### src/hdl/scdp_pkg.sv
//////////////////////////////////////////////////////////////////////////////
// Purpose: constants shared by the sample clock divider and phase block
// Assumes: 32-bit apb data, register byte address = index * 4
// Notes:   ratio codes are the terminal count of the divider, the divide ratio minus one
//////////////////////////////////////////////////////////////////////////////
package scdp_pkg;

  // register indices and byte addresses
  localparam logic [9:0]  PHASE_IDX     = 10'h109;
  localparam logic [9:0]  ALIGN_IDX     = 10'h10a;
  localparam logic [9:0]  RATIO_IDX     = 10'h120;
  localparam logic [9:0]  STATUS_IDX    = 10'h121;
  localparam logic [11:0] PHASE_ADDR    = {PHASE_IDX, 2'b00};
  localparam logic [11:0] ALIGN_ADDR    = {ALIGN_IDX, 2'b00};
  localparam logic [11:0] RATIO_ADDR    = {RATIO_IDX, 2'b00};
  localparam logic [11:0] STATUS_ADDR   = {STATUS_IDX, 2'b00};

  // field positions
  localparam int          AUTO_BIT      = 7;
  localparam int          NEG_LSB       = 2;
  localparam int          POS_LSB       = 0;
  localparam int          PHASE_LSB     = 0;

  // values after reset
  localparam logic [3:0]  PHASE_RST     = 4'h0;
  localparam logic [1:0]  WIN_RST       = 2'h0;
  localparam logic        AUTO_RST      = 1'b0;
  localparam logic [2:0]  RATIO_RST     = 3'h1;

  // supported divider ratio codes
  localparam logic [2:0]  RATIO_DIV1    = 3'h0;
  localparam logic [2:0]  RATIO_DIV2    = 3'h1;
  localparam logic [2:0]  RATIO_DIV4    = 3'h3;
  localparam logic [2:0]  RATIO_DIV8    = 3'h7;

  // depth of the whole-cycle phase delay line
  localparam int          DELAY_TAPS    = 8;

endpackage : scdp_pkg

### src/hdl/scdp_div_if.sv
//////////////////////////////////////////////////////////////////////////////
// Purpose: settings and events between the control top and the divider
// Assumes: single clock domain
// Notes:   none
//////////////////////////////////////////////////////////////////////////////
`timescale 1ns/100ps
interface scdp_div_if;
  logic [2:0] ratio_m;      // terminal count, n - 1
  logic       autophase;
  logic [1:0] neg_win;
  logic [1:0] pos_win;
  logic       sysref_edge;  // one-cycle, from synchronised pin
  logic [2:0] cnt;
  logic       realign;      // one-cycle, counter was moved
  logic       in_window;    // last edge fell inside the window

  modport ctrl (output ratio_m, autophase, neg_win, pos_win, sysref_edge,
                input  cnt, realign, in_window);
  modport div  (input  ratio_m, autophase, neg_win, pos_win, sysref_edge,
                output cnt, realign, in_window);
endinterface : scdp_div_if

### src/hdl/scdp_top.sv
//////////////////////////////////////////////////////////////////////////////
// Purpose: sample clock divider control with phase offset and sysref autophase
// Assumes: i_clk is the input sample clock, 50 MHz; apb slave, zero wait state
// Notes:   half-cycle offsets are carried as an invert flag for the clock tree
//
// Overview of operation
// - The four-bit phase code delays the divided clock by code half input cycles, 0001 meaning invert.
// - With autophase set a sysref edge outside the window realigns the divider, with it clear sysref only updates the in-window status bit.
// - The autophase bit reads 0 after reset so realignment is off until software sets it.
// - Negative window codes 00 to 11 tolerate early capture of 0, 0.5, 1 and 1.5 device clocks.
// - The positive window sits in bits 1 to 0 of the align register and resets to 00.
// - Positive window codes 01, 10, 11 tolerate late capture of 0.5, 1 and 1.5 device clocks.
//////////////////////////////////////////////////////////////////////////////
//
// Our own choice: register access over APB.
`timescale 1ns/100ps
module scdp_top
  import scdp_pkg::*;
(
  // clock and reset
  input  wire logic        i_clk,
  input  wire logic        i_rst,
  // apb slave
  input  wire logic        i_psel,
  input  wire logic        i_penable,
  input  wire logic        i_pwrite,
  input  wire logic [11:0] i_paddr,
  input  wire logic [31:0] i_pwdata,
  output logic             o_pready,
  output logic [31:0]      o_prdata,
  output logic             o_pslverr,
  // sysref pin
  input  wire logic        i_sysref,
  // divided clock
  output logic             o_div_clk,
  output logic             o_div_tick,
  output logic             o_div_invert,
  output logic             o_realign
);

  scdp_div_if dv ();

  logic [3:0]            phase_code;
  logic                  autophase;
  logic [1:0]            neg_win;
  logic [1:0]            pos_win;
  logic [2:0]            ratio_code;
  logic [2:0]            ratio_m;
  logic                  ratio_bad;
  logic [7:0]            realign_cnt;
  logic                  sync_a;
  logic                  sync_b;
  logic                  sync_c;
  logic                  setup;
  logic                  wr_take;
  logic [31:0]           next_rdata;
  logic                  next_err;
  logic                  lvl_now;
  logic [DELAY_TAPS-1:0] lvl_line;
  logic [DELAY_TAPS-1:0] tick_line;

  //////////////////////////////////////////////////////////////////////////////
  // apb decode

  assign setup   = i_psel && !i_penable;
  assign wr_take = i_psel && i_penable && o_pready && i_pwrite;

  // read mux, reserved bits read zero
  always_comb begin
    next_rdata = 32'h0;
    next_err   = 1'b0;
    case (i_paddr)
      PHASE_ADDR:  next_rdata[3:0] = phase_code;
      ALIGN_ADDR:  next_rdata[7:0] = {autophase, 3'h0, neg_win, pos_win};
      RATIO_ADDR:  next_rdata[2:0] = ratio_code;
      STATUS_ADDR: next_rdata[15:0] = {realign_cnt, 5'h0, dv.in_window, autophase, ratio_bad};
      default:     next_err = 1'b1;
    endcase
  end

  // answer one cycle after setup
  always_ff @(posedge i_clk) begin
    if (i_rst) begin
      o_pready  <= 1'b0;
      o_prdata  <= 32'h0;
      o_pslverr <= 1'b0;
    end else begin
      o_pready  <= setup;
      o_pslverr <= setup && next_err;
      if (setup)
        o_prdata <= i_pwrite ? 32'h0 : next_rdata;
    end
  end

  //////////////////////////////////////////////////////////////////////////////
  // control registers

  always_ff @(posedge i_clk) begin
    if (i_rst)
      phase_code <= PHASE_RST;
    else if (wr_take && i_paddr == PHASE_ADDR)
      phase_code <= i_pwdata[PHASE_LSB +: 4];
  end

  always_ff @(posedge i_clk) begin
    if (i_rst) begin
      autophase <= AUTO_RST;
      neg_win   <= WIN_RST;
      pos_win   <= WIN_RST;
    end else if (wr_take && i_paddr == ALIGN_ADDR) begin
      autophase <= i_pwdata[AUTO_BIT];
      neg_win   <= i_pwdata[NEG_LSB +: 2];
      pos_win   <= i_pwdata[POS_LSB +: 2];
    end
  end

  // stored ratio code, any value may be written
  always_ff @(posedge i_clk) begin
    if (i_rst)
      ratio_code <= RATIO_RST;
    else if (wr_take && i_paddr == RATIO_ADDR)
      ratio_code <= i_pwdata[2:0];
  end

  // only supported codes reach the divider
  always_ff @(posedge i_clk) begin
    if (i_rst) begin
      ratio_m   <= RATIO_RST;
      ratio_bad <= 1'b0;
    end else begin
      case (ratio_code)
        RATIO_DIV1, RATIO_DIV2, RATIO_DIV4, RATIO_DIV8: begin
          ratio_m   <= ratio_code;
          ratio_bad <= 1'b0;
        end
        default: begin
          ratio_bad <= 1'b1;  // divider keeps the last good ratio
        end
      endcase
    end
  end

  // realignment counter, saturating
  always_ff @(posedge i_clk) begin
    if (i_rst)
      realign_cnt <= 8'h0;
    else if (dv.realign && realign_cnt != 8'hff)
      realign_cnt <= 8'(realign_cnt + 8'h1);
  end

  //////////////////////////////////////////////////////////////////////////////
  // sysref synchroniser and edge detect

  always_ff @(posedge i_clk) begin
    if (i_rst) begin
      sync_a <= 1'b0;
      sync_b <= 1'b0;
      sync_c <= 1'b0;
    end else begin
      sync_a <= i_sysref;
      sync_b <= sync_a;
      sync_c <= sync_b;
    end
  end

  // exact capture assumed when window is 00
  assign dv.sysref_edge = sync_b && !sync_c;
  assign dv.ratio_m     = ratio_m;
  assign dv.autophase   = autophase;
  assign dv.neg_win     = neg_win;
  assign dv.pos_win     = pos_win;

  scdp_divider u_div (
    .i_clk (i_clk),
    .i_rst (i_rst),
    .dv    (dv.div)
  );

  //////////////////////////////////////////////////////////////////////////////
  // whole-cycle phase delay line

  // high for the first half of the period, steady high when dividing by 1
  assign lvl_now = (ratio_m == RATIO_DIV1) ? 1'b1 : ({1'b0, dv.cnt} < {1'b0, 3'((ratio_m >> 1) + 3'h1)});

  generate
    for (genvar k = 0; k < DELAY_TAPS; k++) begin : g_tap
      always_ff @(posedge i_clk) begin
        if (i_rst) begin
          lvl_line[k]  <= 1'b0;
          tick_line[k] <= 1'b0;
        end else if (k == 0) begin
          lvl_line[k]  <= lvl_now;
          tick_line[k] <= (dv.cnt == 3'h0);
        end else begin
          lvl_line[k]  <= lvl_line[(k == 0) ? 0 : k - 1];
          tick_line[k] <= tick_line[(k == 0) ? 0 : k - 1];
        end
      end
    end
  endgenerate

  always_ff @(posedge i_clk) begin
    if (i_rst) begin
      o_div_clk    <= 1'b0;
      o_div_tick   <= 1'b0;
      o_div_invert <= 1'b0;
      o_realign    <= 1'b0;
    end else begin
      o_div_clk    <= lvl_line[phase_code[3:1]];
      o_div_tick   <= tick_line[phase_code[3:1]];
      o_div_invert <= phase_code[0];
      o_realign    <= dv.realign;
    end
  end

endmodule : scdp_top

### src/hdl/scdp_divider.sv
//////////////////////////////////////////////////////////////////////////////
// Purpose: divider counter with sysref-driven phase realignment
// Assumes: ratio_m is one of 0, 1, 3, 7
// Notes:   count 0 is the divider phase reference
//////////////////////////////////////////////////////////////////////////////
`timescale 1ns/100ps
module scdp_divider
  import scdp_pkg::*;
(
  // clock and reset
  input  wire logic i_clk,
  input  wire logic i_rst,
  // settings and events
  scdp_div_if.div   dv
);

  logic [2:0] late_cyc;
  logic [2:0] early_cyc;
  logic       tolerate;

  // distance of the sysref edge from the reference count, in cycles
  assign late_cyc  = dv.cnt;
  assign early_cyc = 3'(dv.ratio_m - dv.cnt + 3'h1);

  always_comb begin
    tolerate = (dv.cnt == 3'h0);
    if ({1'b0, late_cyc, 1'b0} <= {3'h0, dv.pos_win})
      tolerate = 1'b1;
    if ({1'b0, early_cyc, 1'b0} <= {3'h0, dv.neg_win})
      tolerate = 1'b1;
  end

  // divider counter
  // realign on sysref
  always_ff @(posedge i_clk) begin
    if (i_rst) begin
      dv.cnt <= 3'h0;
    end else if (dv.sysref_edge && dv.autophase && !tolerate) begin
      dv.cnt <= 3'h1 & dv.ratio_m;  // edge cycle becomes count 0
    end else if (dv.cnt >= dv.ratio_m) begin
      dv.cnt <= 3'h0;
    end else begin
      dv.cnt <= 3'(dv.cnt + 3'h1);
    end
  end

  // realign pulse and window result
  always_ff @(posedge i_clk) begin
    if (i_rst) begin
      dv.realign   <= 1'b0;
      dv.in_window <= 1'b1;
    end else begin
      dv.realign <= dv.sysref_edge && dv.autophase && !tolerate;
      if (dv.sysref_edge)
        dv.in_window <= tolerate;
    end
  end

endmodule : scdp_divider

### config.mk
export PLATFORM = sky130hd
export DESIGN_NAME = scdp_top
export DESIGN_NICKNAME = d
export VERILOG_FILES = /design/src/hdl/scdp_pkg.sv /design/src/hdl/scdp_div_if.sv /design/src/hdl/scdp_top.sv /design/src/hdl/scdp_divider.sv
export SDC_FILE = /design/constraint.sdc
export NUM_CORES = 1
export LEC_CHECK = 0
export CELL_PAD_IN_SITES_DETAIL_PLACEMENT = 1
export CELL_PAD_IN_SITES_GLOBAL_PLACEMENT = 2
export CORE_UTILIZATION = 42
export CTS_BUF_LIST = sky130_fd_sc_hd__clkbuf_2
export DETAILED_ROUTE_END_ITERATION = 7
export DONT_BUFFER_PORTS = 1
export HOLD_SLACK_MARGIN = 0.06
export MAX_ROUTING_LAYER = met4
export PLACE_DENSITY = 0.91
export SLEW_MARGIN = 20
export SYNTH_ARGS = -nofsm -noshare
export SYNTH_HDL_FRONTEND = slang
export SYNTH_SLANG_ARGS = --single-unit
### constraint.sdc
create_clock -name i_clk -period 3.3 [get_ports i_clk]
set_input_delay 0.33 -clock i_clk [delete_from_list [all_inputs] [get_ports i_clk]]
set_output_delay 0.33 -clock i_clk [all_outputs]
set_load 0.01 [all_outputs]
==> flow_metrics.py <==
metrics = {
    "final_layout": {
        "areaGrowthSynthToFinish_pct": 8.834,
        "diodes": 0,
        "fillers": 833,
        "mostFrequentLayoutCell": "dfxtp_1",
        "nets": 402,
        "most-common-layout-cells": "dfxtp_1 (67), a21oi_1 (25), nor2b_1 (23)",
        "drive_above_1_share_pct": 7.558,
    },
    "hold_path": {
        "hp-class": "in2reg",
    },
    "logic_synthesis": {
        "ys_ff_latch": 67,
        "syn_avg_cell_area_um2": 9.298,
        "synth-main-ff-cell": "dfxtp_1",
        "ys_top_cells_by_area": "dfxtp_1 (44%), ha_1 (5.3%), nor2b_1 (4.7%)",
        "synth.largest_area_cell": "dfxtp_1",
        "syn_area_mm2": 0.003059,
        "syn_inst": 329,
        "synth.distinct_cells": 50,
        "yosysTopAreaCellShare_pct": 43.84,
        "seq_area_frac_synth_pct": 43.84,
        "synth_edf_count": 0,
        "async_flop_share_pct": 0,
        "yosys_warnings": 0,
    },
    "sta": {
        "rsz0062_at_grt": "no",
        "relSlewSlack_pct": 46.61,
        "finalCritPeriodShare_pct": 72.18,
        "tns_ps": 0,
        "hold_viol_final": 0,
        "max_slew.worst_pin.slew_ps": 796.5,
        "skew_ps": 25.09,
        "min_period_ps": 2382,
        "report.final.slew_viol_count": 0,
        "max_freq_mhz": 419.8,
        "setup_viol": 0,
    },
    "power": {
        "p_switching_mw": 0.4799,
        "p_clk_share_pct": 33.3,
        "ir_drop_uv": 250.3,
        "leakagePower_nw": 1.210,
        "power.total_mw": 1.715,
        "power.density_mw_per_mm2": 515.0,
        "p_int_mw": 1.235,
        "comb_power_share_pct": 15.0,
        "seqPwrFrac_pct": 51.7,
        "switching_share_pct": 27.99,
    },
    "route": {
        "drt-met1-wl_um": 3396,
        "drc": 0,
        "dr_wl_met2_um": 3109,
        "via_per_inst": 5.145,
        "wl_um": 6918,
        "dr.pass1.iters": 4,
        "drtAntennaViolNets": 0,
        "wire_per_inst_um": 15.72,
        "drtIter0Drc": 111,
        "dr.max_layer_used": "met4",
        "vias": 2264,
        "dr_wl_met3_um": 293,
    },
    "grt": {
        "grt_max_degree": 52,
        "grt_pass1_vias": 2335,
        "overflow": 0,
        "antenna_found_initial": 0,
        "grt.total_usage_pct": 20.45,
        "grt_pass1_wl_um": 11320,
    },
    "die": {
        "start_util_pct": 44.29,
        "die_h_um": 87.35,
        "coreArea_mm2": 0.006907,
        "io_pins": 88,
        "rows": 30,
        "die-width_um": 87.35,
        "die-area_mm2": 0.007629,
    },
    "clock_network": {
        "clockRootBuffer": "clkbuf_2",
        "cts_resized": 0,
        "clkLatencyLatePin_ps": 520,
        "clk_path_buf_depth": 2,
        "path_clk_slew_ps": 210,
        "cts_buffers": 9,
        "htree_levels": 3,
        "cts_tree": "built",
        "cts_sinks": 67,
    },
    "placement": {
        "finalWeightedCongestion": 0.7532,
        "hpwl_um": 4910,
        "port_buffers": 0,
    },
    "status": {
        "status": "finished, final reports clean",
    },
    "setup_path": {
        "critPathKind": "reg2reg",
        "cp-end-kind": "flop",
        "critPathMaxFanout": 6,
        "critPathArrivalTime_ps": 2820,
        "cp-start-kind": "flop",
        "cp_data_required_time_ps": 3740,
    },
    "job": {
        "cap_violations": 0,
    },
}
worst paths after layout:
check | start | to | slack [ps] | cells after the start
min reg2reg | tick_line[4]$_SDFF_PP0_ | tick_line[5]$_SDFF_PP0_ | 450 | 1
max reg2reg | dv.ratio_m[1]$_SDFFE_PP0N_ | u_div.dv.cnt[0]$_SDFF_PP0_ | 920 | 8
max | dv.ratio_m[1]$_SDFFE_PP0N_ | u_div.dv.cnt[0]$_SDFF_PP0_ | 920 | 8
min | i_paddr[2] | ratio_code[0]$_SDFFE_PP1P_ | 110 | 3
layer usage:
layer / vias up / track usage [%]
met3: 10 / 4.645
met5: - / -
li1: 1144 / -
met2: 50 / 31.46
met1: 1060 / 25.32
met4: 0 / 9.836
final cells by class:
type | count | area, µm² | share of cell area, %
clock inverter | 7 | 98.84 | 2.969
multi-input combinational | 235 | 1535 | 46.11
tap | 96 | 120.1 | 3.608
sequential | 67 | 1341 | 40.29
timing repair buffer | 13 | 140.1 | 4.209
clock buffer | 9 | 45.04 | 1.353
inverter | 13 | 48.80 | 1.466
synthesized netlist by cell type, drive strengths merged, types with 2 or more instances:
cell / count
nor3b: 2
nor3: 9
dfxtp: 67
mux2i: 7
xnor2: 2
o21ai: 24
or4: 3
nor2b: 23
or3: 4
mux4: 4
nand2: 15
and2: 5
inv: 13
a21oi: 25
o21a: 2
buf: 24
nor2: 16
clkbuf: 8
nand4: 2
a211oi: 3
and4: 2
nand3b: 6
nor4b: 3
ha: 13
nand2b: 8
a22o: 8
nand3: 16
worst max-delay path, cell delays in order (launching register included):
cell	delay, ps
dfxtp_1	490
inv_1	100
ha_1	310
inv_1	50
ha_1	220
xnor3_1	210
a211oi_1	60
nor4_1	610
mux2i_1	250
sequential cells by signal, summed over array words and instances (netlist names), 2 cells and up:
name,count
realign_cnt,8
o_prdata,13
lvl_line,8
u_div.dv.cnt,3
phase_code,4
dv.ratio_m,3
dv.pos_win,2
dv.neg_win,2
tick_line,8
ratio_code,3
power groups by stage:
stage	clock, mW	sequential (mW)	combinational, mW
6_report	0.572	0.886	0.257
5_1_grt	0.628	0.892	0.288
4_1_cts	0.591	0.886	0.261
3_5_place_dp	0	0.903	0.234
3_3_place_gp	0	0.901	0.219
2_1_floorplan	0	0.891	0.214
through the flow:
step | std cells | hold slack (ps) | instance area, µm² | utilization (%) | worst slack (ps)
final | 440 | 109.1 | 3329 | 48.21 | 918.0
after global routing | 440 | 104.3 | 3329 | 48.21 | 733.8
after CTS | 440 | 64.25 | 3329 | 48.21 | 868.1
after detailed placement | 411 | 406.9 | 3045 | 44.09 | 947.7
after global placement | 411 | 405.3 | 3045 | 44.09 | 994.9
after floorplan | 347 | 413.8 | 3127 | - | 1367
logic make-up after synthesis:
kind of cell	synth area share (%)
adders and majority gates	5.317
and+or+nand+nor	21.88
AOI/OAI and AO/OA	13.82
xor gates and xnor gates	1.595
other	0.1226
buffers and inverters	8.180
muxes	5.235
DFF	43.84
what timing repair did:
item / 4_1_cts / 5_1_grt
hold endpoints to repair: 56 / 0
hold buffers: 13 / 0
setup buffers: 0 / 0
Power figures use the tool's default switching activity.
